===== config.mk =====
export PLATFORM = sky130hd
export DESIGN_NAME = gpc_pin_config
export DESIGN_NICKNAME = d
export VERILOG_FILES = /design/src/core/gpc_pin_config.v
export VERILOG_INCLUDE_DIRS = /design/src /design/src/core
export SDC_FILE = /design/constraint.sdc
export NUM_CORES = 1
export LEC_CHECK = 0
export BUFFER_PORTS_ARGS = -buffer_cell sky130_fd_sc_hd__clkbuf_2
export CORE_MARGIN = 2
export CORE_UTILIZATION = 40
export CTS_CLUSTER_DIAMETER = 50
export DETAILED_ROUTE_END_ITERATION = 16
export HOLD_SLACK_MARGIN = 0.03
export PLACE_DENSITY = 0.59
export SETUP_SLACK_MARGIN = 0.1
export SYNTH_ARGS = -nofsm -noshare
export SYNTH_HDL_FRONTEND = slang
export SYNTH_SLANG_ARGS = --single-unit
export TNS_END_PERCENT = 20

===== constraint.sdc =====
create_clock -name sys_clk_i -period 2.26 [get_ports sys_clk_i]
set_input_delay 0.226 -clock sys_clk_i [delete_from_list [all_inputs] [get_ports sys_clk_i]]
set_output_delay 0.226 -clock sys_clk_i [all_outputs]
set_load 0.03 [all_outputs]

===== src/core/gpc_defs.vh =====
/*
 Register offsets, field positions, reset values and mode codes for the pin
 configuration block. Assumes inclusion by bare name from the design file.
*/
`ifndef GPC_DEFS_VH
`define GPC_DEFS_VH

`define GPC_ADDR_MODE_LO      8'h00
`define GPC_ADDR_MODE_HI      8'h04
`define GPC_ADDR_CTRL         8'h08
`define GPC_ADDR_DOUT         8'h0C
`define GPC_ADDR_DOUT_TGL     8'h10
`define GPC_ADDR_DIN          8'h14
`define GPC_ADDR_PINLOCK      8'h18
`define GPC_ADDR_OVTDIS       8'h1C
`define GPC_ADDR_LOCK         8'h20
`define GPC_ADDR_WAKE_EN      8'h24
`define GPC_ADDR_WAKE_POL     8'h28
`define GPC_ADDR_FLAG         8'h2C
`define GPC_ADDR_FLAG_SET     8'h30
`define GPC_ADDR_FLAG_CLR     8'h34
`define GPC_ADDR_EVENT_EN     8'h38

`define GPC_UNLOCK_KEY        16'hA534
`define GPC_WAKE_BIT_BASE     16

`define GPC_CTRL_DRV_LSB      0
`define GPC_CTRL_SLEW_LSB     4
`define GPC_CTRL_INPUT_OFF_NORMAL_BIT   12
`define GPC_CTRL_DRV_ALT_LSB  16
`define GPC_CTRL_SLEW_ALT_LSB 20
`define GPC_CTRL_DIS_ALT_BIT  28
`define GPC_CTRL_MASK         32'h1077_1077
`define GPC_CTRL_RESET        32'h0000_0000

`define GPC_MODE_DISABLED     4'h0
`define GPC_MODE_INPUT        4'h1
`define GPC_MODE_INPUTPULL    4'h2
`define GPC_MODE_INPUT_PF     4'h3
`define GPC_MODE_PP           4'h4
`define GPC_MODE_PP_ALT       4'h5
`define GPC_MODE_OS           4'h6
`define GPC_MODE_OS_PD        4'h7
`define GPC_MODE_OD           4'h8
`define GPC_MODE_OD_F         4'h9
`define GPC_MODE_OD_PU        4'hA
`define GPC_MODE_OD_PU_F      4'hB
`define GPC_MODE_OD_ALT       4'hC
`define GPC_MODE_OD_ALT_F     4'hD
`define GPC_MODE_OD_ALT_PU    4'hE
`define GPC_MODE_OD_ALT_PU_F  4'hF

`endif


===== src/core/gpc_pin_config.v =====
/*
 One general purpose I/O port: per-pin mode decode into pad controls, port
 control selection, configuration lock, per-pin locks, over-voltage disable
 and deep-sleep wake-up enable, polarity and flags.
 Assumes a simple register port with read data one cycle after the read strobe,
 and pad inputs and wake pins that arrive asynchronously.
*/
// The implementer's own choices: the placing of the registers and the strobed register port.
`timescale 1ns/1ps
`include "gpc_defs.vh"

// Function
// Disabled pull-up on dout; input filter on dout
// Pulled-filtered input with dout 1: pull-up, filter
// Push-pull drives pin from output register
// Alternate push-pull uses alternate port settings
// Open-source drives high; pull-down off when high
// Open-drain drives low; pull-up off when low
// Open-drain modes cover all feature combinations
// Disabled mode turns drivers off
// Input enabled unless disabled or port-disable set
// Alternate modes use alternate port control fields
// Drive strength is per port, two sets
// Over-voltage tolerance on at reset, per-pin disable
// Non-key lock write protects configuration registers
// Unlock key write reopens configuration registers
// Cleared pin lock blocks that pin's writes
// Pin lock clears stick until reset
// Wake requires enable; polarity from level register
// Wake-enabled pins get filter during deep sleep
// Flag-clear write resets wake logic and flag
// Flag register records waking pin
// Wake pin k uses bit 16 plus k
// Software configures wake pins as filtered inputs
// Four-bit mode fields, table order codes
module gpc_pin_config #(
   parameter NPIN  = 16,
   parameter NWAKE = 4
) (
   input  wire              sys_clk_i,
   input  wire              sys_rst_i,
   input  wire              clk_en_i,
   input  wire [7:0]        reg_addr_i,
   input  wire [31:0]       reg_wdata_i,
   input  wire              reg_wr_i,
   input  wire              reg_rd_i,
   output reg  [31:0]       reg_rdata_o,
   input  wire [NPIN-1:0]   pad_in_i,
   input  wire [NWAKE-1:0]  wake_pin_i,
   input  wire              deep_sleep_i,
   output reg  [NPIN-1:0]   pad_out_o,
   output reg  [NPIN-1:0]   pad_oe_o,
   output reg  [NPIN-1:0]   pad_in_en_o,
   output reg  [NPIN-1:0]   pad_pull_up_o,
   output reg  [NPIN-1:0]   pad_pull_down_o,
   output reg  [NPIN-1:0]   pad_filter_o,
   output reg  [NPIN-1:0]   pad_alt_sel_o,
   output reg  [NPIN-1:0]   pad_ovt_en_o,
   output reg  [2:0]        drive_level_normal_o,
   output reg  [2:0]        drive_level_second_set_o,
   output reg  [2:0]        edge_rate_normal_o,
   output reg  [2:0]        edge_rate_second_set_o,
   output reg               wake_req_o
);

   reg  [4*NPIN-1:0] pin_mode_field;
   reg  [31:0]       port_control_reg;
   reg  [NPIN-1:0]   port_output_reg;
   reg  [NPIN-1:0]   per_pin_lock_reg;
   reg  [NPIN-1:0]   overvoltage_disable_reg;
   reg               cfg_locked;
   reg  [NWAKE-1:0]  deep_sleep_wake_enable_reg;
   reg  [NWAKE-1:0]  wake_polarity_reg;
   reg  [NWAKE-1:0]  wake_flag;
   reg  [NWAKE-1:0]  event_enable_reg;
   reg  [NPIN-1:0]   pad_sync1;
   reg  [NPIN-1:0]   pad_sync2;
   reg  [NWAKE-1:0]  wake_sync1;
   reg  [NWAKE-1:0]  wake_sync2;
   reg  [NPIN-1:0]   din;

   wire wr_mode_lo = reg_wr_i && (reg_addr_i == `GPC_ADDR_MODE_LO);
   wire wr_mode_hi = reg_wr_i && (reg_addr_i == `GPC_ADDR_MODE_HI);
   wire wr_ctrl    = reg_wr_i && (reg_addr_i == `GPC_ADDR_CTRL);
   wire wr_dout    = reg_wr_i && (reg_addr_i == `GPC_ADDR_DOUT);
   wire wr_tgl     = reg_wr_i && (reg_addr_i == `GPC_ADDR_DOUT_TGL);
   wire wr_plock   = reg_wr_i && (reg_addr_i == `GPC_ADDR_PINLOCK);
   wire wr_ovt     = reg_wr_i && (reg_addr_i == `GPC_ADDR_OVTDIS);
   wire wr_lock    = reg_wr_i && (reg_addr_i == `GPC_ADDR_LOCK);
   wire wr_wen     = reg_wr_i && (reg_addr_i == `GPC_ADDR_WAKE_EN);
   wire wr_wpol    = reg_wr_i && (reg_addr_i == `GPC_ADDR_WAKE_POL);
   wire wr_fset    = reg_wr_i && (reg_addr_i == `GPC_ADDR_FLAG_SET);
   wire wr_fclr    = reg_wr_i && (reg_addr_i == `GPC_ADDR_FLAG_CLR);
   wire wr_ien     = reg_wr_i && (reg_addr_i == `GPC_ADDR_EVENT_EN);

   wire [NWAKE-1:0] wdata_wake  = reg_wdata_i[`GPC_WAKE_BIT_BASE +: NWAKE];
   wire [NWAKE-1:0] wake_active = ~(wake_sync2 ^ wake_polarity_reg);
   wire [NWAKE-1:0] wake_hit    = wake_active & deep_sleep_wake_enable_reg;

   // Mode registers, output register and per-pin over-voltage disable.
   genvar p;
   generate
      for (p = 0; p < NPIN; p = p + 1) begin : g_pin
         wire pin_open   = per_pin_lock_reg[p];
         wire mode_wr    = (p < 8) ? wr_mode_lo : wr_mode_hi;
         wire [3:0] mode = pin_mode_field[4*p +: 4];
         always @(posedge sys_clk_i) begin
            if (sys_rst_i) begin
               pin_mode_field[4*p +: 4]   <= `GPC_MODE_DISABLED;
               port_output_reg[p]         <= 1'b0;
               overvoltage_disable_reg[p] <= 1'b0;
            end else if (clk_en_i) begin
               if (mode_wr && !cfg_locked && pin_open) begin
                  pin_mode_field[4*p +: 4] <= reg_wdata_i[4*(p%8) +: 4];
               end
               if (wr_dout && pin_open) begin
                  port_output_reg[p] <= reg_wdata_i[p];
               end else if (wr_tgl && pin_open && reg_wdata_i[p]) begin
                  port_output_reg[p] <= ~port_output_reg[p];
               end
               if (wr_ovt && !cfg_locked && pin_open) begin
                  overvoltage_disable_reg[p] <= reg_wdata_i[p];
               end
            end
         end

         // Pad controls are registered so that the pad sees no decode glitches.
         always @(posedge sys_clk_i) begin
            if (sys_rst_i) begin
               pad_out_o[p]       <= 1'b0;
               pad_oe_o[p]        <= 1'b0;
               pad_in_en_o[p]     <= 1'b0;
               pad_pull_up_o[p]   <= 1'b0;
               pad_pull_down_o[p] <= 1'b0;
               pad_filter_o[p]    <= 1'b0;
               pad_alt_sel_o[p]   <= 1'b0;
               pad_ovt_en_o[p]    <= 1'b1;
            end else if (clk_en_i) begin
               pad_out_o[p]       <= port_output_reg[p];
               pad_oe_o[p]        <= 1'b0;
               pad_pull_up_o[p]   <= 1'b0;
               pad_pull_down_o[p] <= 1'b0;
               pad_filter_o[p]    <= 1'b0;
               pad_alt_sel_o[p]   <= (mode == `GPC_MODE_PP_ALT) || (mode[3:2] == 2'b11);
               pad_ovt_en_o[p]    <= ~overvoltage_disable_reg[p];
               if (mode == `GPC_MODE_DISABLED) begin
                  pad_in_en_o[p] <= 1'b0;
               end else if ((mode == `GPC_MODE_PP_ALT) || (mode[3:2] == 2'b11)) begin
                  pad_in_en_o[p] <= ~port_control_reg[`GPC_CTRL_DIS_ALT_BIT];
               end else begin
                  pad_in_en_o[p] <= ~port_control_reg[`GPC_CTRL_INPUT_OFF_NORMAL_BIT];
               end
               case (mode)
                  `GPC_MODE_DISABLED: begin
                     pad_pull_up_o[p] <= port_output_reg[p];
                  end
                  `GPC_MODE_INPUT: begin
                     pad_filter_o[p] <= port_output_reg[p];
                  end
                  `GPC_MODE_INPUTPULL: begin
                     pad_pull_up_o[p]   <= port_output_reg[p];
                     pad_pull_down_o[p] <= ~port_output_reg[p];
                  end
                  `GPC_MODE_INPUT_PF: begin
                     pad_pull_up_o[p]   <= port_output_reg[p];
                     pad_pull_down_o[p] <= ~port_output_reg[p];
                     pad_filter_o[p]    <= 1'b1;
                  end
                  `GPC_MODE_PP, `GPC_MODE_PP_ALT: begin
                     pad_oe_o[p] <= 1'b1;
                  end
                  `GPC_MODE_OS, `GPC_MODE_OS_PD: begin
                     pad_oe_o[p]        <= port_output_reg[p];
                     pad_pull_down_o[p] <= (mode == `GPC_MODE_OS_PD) && !port_output_reg[p];
                  end
                  default: begin
                     // Open-drain family: bit 0 filter, bit 1 pull-up, bit 2 alternate.
                     pad_oe_o[p]      <= ~port_output_reg[p];
                     pad_pull_up_o[p] <= mode[1] && port_output_reg[p];
                     pad_filter_o[p]  <= mode[0];
                  end
               endcase
               if (p < NWAKE) begin
                  if (deep_sleep_i && deep_sleep_wake_enable_reg[p % NWAKE]) begin
                     pad_filter_o[p] <= 1'b1;
                  end
               end
            end
         end
      end
   endgenerate

   // Port control, locks, wake-up configuration and flags.
   always @(posedge sys_clk_i) begin
      if (sys_rst_i) begin
         port_control_reg           <= `GPC_CTRL_RESET;
         per_pin_lock_reg           <= {NPIN{1'b1}};
         cfg_locked                 <= 1'b0;
         deep_sleep_wake_enable_reg <= {NWAKE{1'b0}};
         wake_polarity_reg          <= {NWAKE{1'b0}};
         wake_flag                  <= {NWAKE{1'b0}};
         event_enable_reg           <= {NWAKE{1'b0}};
         wake_req_o                 <= 1'b0;
      end else if (clk_en_i) begin
         if (wr_lock) begin
            cfg_locked <= (reg_wdata_i[15:0] != `GPC_UNLOCK_KEY);
         end
         if (wr_ctrl && !cfg_locked) begin
            port_control_reg <= reg_wdata_i & `GPC_CTRL_MASK;
         end
         if (wr_plock && !cfg_locked) begin
            per_pin_lock_reg <= per_pin_lock_reg & reg_wdata_i[NPIN-1:0];
         end
         if (wr_wen) begin
            deep_sleep_wake_enable_reg <= wdata_wake;
         end
         if (wr_wpol) begin
            wake_polarity_reg <= wdata_wake;
         end
         if (wr_ien) begin
            event_enable_reg <= wdata_wake;
         end
         // A wake event in the same cycle as a clear keeps its flag set.
         wake_flag <= (wake_flag & ~({NWAKE{wr_fclr}} & wdata_wake))
                      | ({NWAKE{wr_fset}} & wdata_wake)
                      | wake_hit;
         wake_req_o <= |wake_hit;
      end
   end

   always @(posedge sys_clk_i) begin
      if (sys_rst_i) begin
         pad_sync1                <= {NPIN{1'b0}};
         pad_sync2                <= {NPIN{1'b0}};
         wake_sync1               <= {NWAKE{1'b0}};
         wake_sync2               <= {NWAKE{1'b0}};
         din                      <= {NPIN{1'b0}};
         drive_level_normal_o     <= 3'h0;
         drive_level_second_set_o <= 3'h0;
         edge_rate_normal_o       <= 3'h0;
         edge_rate_second_set_o   <= 3'h0;
      end else if (clk_en_i) begin
         pad_sync1  <= pad_in_i;
         pad_sync2  <= pad_sync1;
         wake_sync1 <= wake_pin_i;
         wake_sync2 <= wake_sync1;
         din        <= pad_sync2 & pad_in_en_o;
         drive_level_normal_o     <= port_control_reg[`GPC_CTRL_DRV_LSB +: 3];
         drive_level_second_set_o <= port_control_reg[`GPC_CTRL_DRV_ALT_LSB +: 3];
         edge_rate_normal_o       <= port_control_reg[`GPC_CTRL_SLEW_LSB +: 3];
         edge_rate_second_set_o   <= port_control_reg[`GPC_CTRL_SLEW_ALT_LSB +: 3];
      end
   end

   // Read data stands only in the cycle after the strobe; unmapped reads as zero.
   always @(posedge sys_clk_i) begin
      if (sys_rst_i) begin
         reg_rdata_o <= 32'h0000_0000;
      end else if (clk_en_i) begin
         reg_rdata_o <= 32'h0000_0000;
         if (reg_rd_i) begin
            case (reg_addr_i)
               `GPC_ADDR_MODE_LO:  reg_rdata_o <= pin_mode_field[31:0];
               `GPC_ADDR_MODE_HI:  reg_rdata_o <= pin_mode_field[4*NPIN-1:32];
               `GPC_ADDR_CTRL:     reg_rdata_o <= port_control_reg;
               `GPC_ADDR_DOUT:     reg_rdata_o[NPIN-1:0] <= port_output_reg;
               `GPC_ADDR_DIN:      reg_rdata_o[NPIN-1:0] <= din;
               `GPC_ADDR_PINLOCK:  reg_rdata_o[NPIN-1:0] <= per_pin_lock_reg;
               `GPC_ADDR_OVTDIS:   reg_rdata_o[NPIN-1:0] <= overvoltage_disable_reg;
               `GPC_ADDR_LOCK:     reg_rdata_o[0] <= cfg_locked;
               `GPC_ADDR_WAKE_EN:
                  reg_rdata_o[`GPC_WAKE_BIT_BASE +: NWAKE] <= deep_sleep_wake_enable_reg;
               `GPC_ADDR_WAKE_POL:
                  reg_rdata_o[`GPC_WAKE_BIT_BASE +: NWAKE] <= wake_polarity_reg;
               `GPC_ADDR_FLAG:     reg_rdata_o[`GPC_WAKE_BIT_BASE +: NWAKE] <= wake_flag;
               `GPC_ADDR_EVENT_EN:
                  reg_rdata_o[`GPC_WAKE_BIT_BASE +: NWAKE] <= event_enable_reg;
               default:            reg_rdata_o <= 32'h0000_0000;
            endcase
         end
      end
   end

endmodule


==> impl_metrics.py <==
metrics = {
    "floorplanning": {
        "dieArea_um2": 45100,
        "core_um2": 43000,
        "io_pins": 239,
        "die_h_um": 212,
        "die_w_um": 212,
        "rows": 76,
        "initial_core_util_pct": 40.4,
    },
    "clocking": {
        "ctsResizeCount": 0,
        "cts_buffers": 44,
        "post_cts_buffers": 0,
        "cts_tree": "done",
        "clk_path_buf_depth": 3,
        "cts-root-buf": "clkbuf_16",
        "cts_sinks": 372,
        "h-tree-depth": 2,
        "clk_pin_slew_worst_paths_ps": 60,
        "holdBufCountCts": 39,
        "clock_latency_ps": 580,
    },
    "critical_path": {
        "cp_slowest_cell": "nand4_1",
        "worstPathArrival_ps": 2170,
        "critPathMaxStageDelay_ps": 370,
        "crit_required_ps": 2680,
        "reg2reg_slack_ps": 520,
        "regToRegStartpoint": "cfg_locked",
        "path_max_fanout": 25,
        "worst-setup-path-type": "reg -> reg",
        "timing.critical_path.max_delay_family": "simple AND/OR/NAND/NOR gates",
        "cp-start-kind": "flip-flop",
        "r2r_cells": 5,
        "path_cells": "and3b_1 -> buf_4 -> nand4_1 -> mux2i_1 -> nor2_1",
        "r2r_end": "g_pin[14].mode[1]",
        "worst-path-buf-inv": 1,
        "end_kind": "flip-flop",
    },
    "run_status": {
        "status": "finished, final reports clean",
    },
    "power_and_ir_drop": {
        "power_switching_mw": 3.60,
        "comb_power_share_pct": 6.1,
        "p_int_mw": 11.4,
        "p_per_area_nw_per_um2": 716,
        "seq_power_share_pct": 44.3,
        "swShare_pct": 24.0,
        "fin_total_pwr_mw": 15.0,
        "irDropWorstVdd_mv": 0.380,
        "p_leak_nw": 8.75,
        "power.share.clock_pct": 49.5,
    },
    "finish": {
        "final_nets": 2219,
        "post-route-cell-area_um2": 21000,
        "largest_reg_flops": 64,
        "fill_cells": 4153,
        "synthToLayoutAreaGrowth_pct": 20.6,
        "layout-drive-gt1-share_pct": 18.6,
        "antenna_cells": 0,
    },
    "synth": {
        "synth_fa_ha_area_share_pct": 0,
        "ys_seq_elements": 372,
        "netlist.top_cell.by_area": "dfxtp_1",
        "synthArstFlopShare_pct": 0,
        "synth_compound_area_share_pct": 16.8,
        "yosysMostFrequentCell": "dfxtp_1",
        "synth.top_cells.by_count": "dfxtp_1, nor2_1, mux2i_1, nand2b_1, a21oi_1",
        "synth_top_family_by_area": "simple AND/OR/NAND/NOR gates",
        "postSynthCellCount": 1971,
        "ys_types": 60,
        "synth_area_leaders": "dfxtp_1, mux2i_1, nor2_1",
        "synth_top_flop_cell": "dfxtp_1",
        "syn_area_per_cell_um2": 8.82,
        "synth.mux.area_fraction_pct": 13.2,
        "yosys_warnings": 0,
        "syn-cell-area_um2": 17400,
        "synth_edf_count": 0,
        "syn-num-nets": 2037,
        "synth-xor-area-share_pct": 0.202,
        "synth_top_area_share_pct": 42.8,
        "synthSimpleGateAreaFrac_pct": 22.0,
        "yosysSeqAreaShare_pct": 42.8,
    },
    "routing": {
        "wl_um": 61900,
        "vias_per_cell": 5.65,
        "avgRoutedWirePerCell_um": 22.3,
        "dr.first_iter.drc_count": 1399,
        "dr.pass1.iters": 5,
        "antenna_left": 0,
        "drcViolationCount": 0,
        "vias": 15700,
    },
    "sta": {
        "tightest_slew_ps": 1030,
        "setup_slack_ps": 516,
        "skew_ps": 25.5,
        "slew_viol_final": 0,
        "relSlewSlack_pct": 31.1,
        "setup_violations": 0,
        "period_needed_ps": 1740,
        "fin_hold_ws_ps": 70.9,
        "fmax_ghz": 0.573,
        "setup_tns_ps": 0,
        "hold_violations": 0,
        "rsz0062_at_grt": "false",
        "fin_crit_sh_pct": 77.2,
    },
    "placement": {
        "dpl_worst_slack_ps": 281,
        "io_buffers": 238,
        "place_hpwl_um": 44400,
        "post_dp_cell_area_um2": 19100,
        "place.gp.congestion": 0.940,
    },
    "grt": {
        "antenna_found_initial": 2,
        "grt_max_degree": 218,
        "gr-total-overflow": 0,
        "use_met1_pct": 36.5,
        "grt_pass1_vias": 14600,
        "grt.total_usage_pct": 26.7,
        "grt_busiest_layer": "met2",
        "use_met3_pct": 5.83,
        "grt_pass1_wl_um": 91100,
        "use_met2_pct": 42.5,
    },
    "min_path": {
        "worstHoldStart": "reg_wdata_i[11]",
        "hp-class": "in -> reg",
        "hold_depth": 3,
        "worst_hold_path.endpoint": "overvoltage_disable_reg[11]",
    },
    "flow_run": {
        "cap_violations": 0,
    },
}
[metal layers]
metal | part of all wire (%) | wire (um) | vias up
met2 | 45 | 28100 | 568
met3 | 7.7 | 4760 | 91
met1 | 45 | 27600 | 7602
met4 | 2.3 | 1430 | 2
li1 | - | - | 7399
met5 | 0.021 | 13 | -
[power groups by stage]
stage	registers [mW]	clock network [mW]	logic [mW]
after floorplan	6.82	0	0.514
after global placement	6.80	0	0.851
after detailed placement	6.80	0	0.862
after CTS	6.66	7.55	0.918
after global routing	6.66	7.81	0.978
final	6.66	7.43	0.922
[cell families (layout without fill, tap and decap cells)]
family | count (synthesis) | after routing
and+or+nand+nor | 747 | 747
AOI/OAI and AO/OA | 426 | 426
muxes | 214 | 214
DFF | 372 | 372
xor gates and xnor gates | 4 | 4
buffers and inverters | 208 | 424
[cell type report]
cell class	instances	area, um2	share of cell area (%)
clock buffers	63	1340	6.37
clock inverters	17	198	0.943
inverters	16	60.1	0.286
multi-input cells	1391	9100	43.4
flip-flops and latches	372	7450	35.5
well taps	585	732	3.49
repair buffers	328	2100	10.0
[cells in the final DEF, fill, tap and decap left out, types with 19 or more instances in the layout]
| cell | n |
|---|---|
| o21bai_1 | 20 |
| nand4_1 | 71 |
| o2111ai_1 | 19 |
| and2_1 | 19 |
| dfxtp_1 | 372 |
| o21ai_0 | 44 |
| clkbuf_16 | 46 |
| buf_4 | 42 |
| clkbuf_2 | 236 |
| a22oi_1 | 32 |
| nor2_1 | 279 |
| nor3_1 | 36 |
| a21o_1 | 32 |
| mux2i_1 | 186 |
| o211ai_1 | 23 |
| nor2b_1 | 41 |
| dlygate4sd3_1 | 39 |
| nand2_1 | 69 |
| nand2b_1 | 140 |
| a21oi_1 | 130 |
| a211oi_1 | 20 |
| o2bb2ai_1 | 19 |
| nand3_1 | 53 |
[stage by stage]
stage | utilization [%] | cells
global route | 48.8 | 2772
floorplan | - | 1971
detailed placement | 44.3 | 2653
global placement | 44.3 | 2653
CTS | 48.8 | 2772
finish | 48.8 | 2772
[worst max-delay path by stage]
stage	start	endpoint	cells after the start	slack (ps)
after floorplan	reg_addr_i[3]	reg_rdata_o[2]	7	530
after global placement	reg_addr_i[2]	reg_rdata_o[5]	7	330
after detailed placement	reg_addr_i[2]	reg_rdata_o[5]	7	280
after CTS	cfg_locked	g_pin[11].mode[2]	5	530
after global routing	cfg_locked	g_pin[11].mode[3]	5	430
final	cfg_locked	g_pin[14].mode[1]	5	520
[worst reg2reg max path, stage by stage, from the launching register on]
cell and delay [ps]:
dfxtp_1 340, and3b_1 240, buf_4 320, nand4_1 380, mux2i_1 270, nor2_1 60
Note: power is estimated with default switching activity, not from simulation.
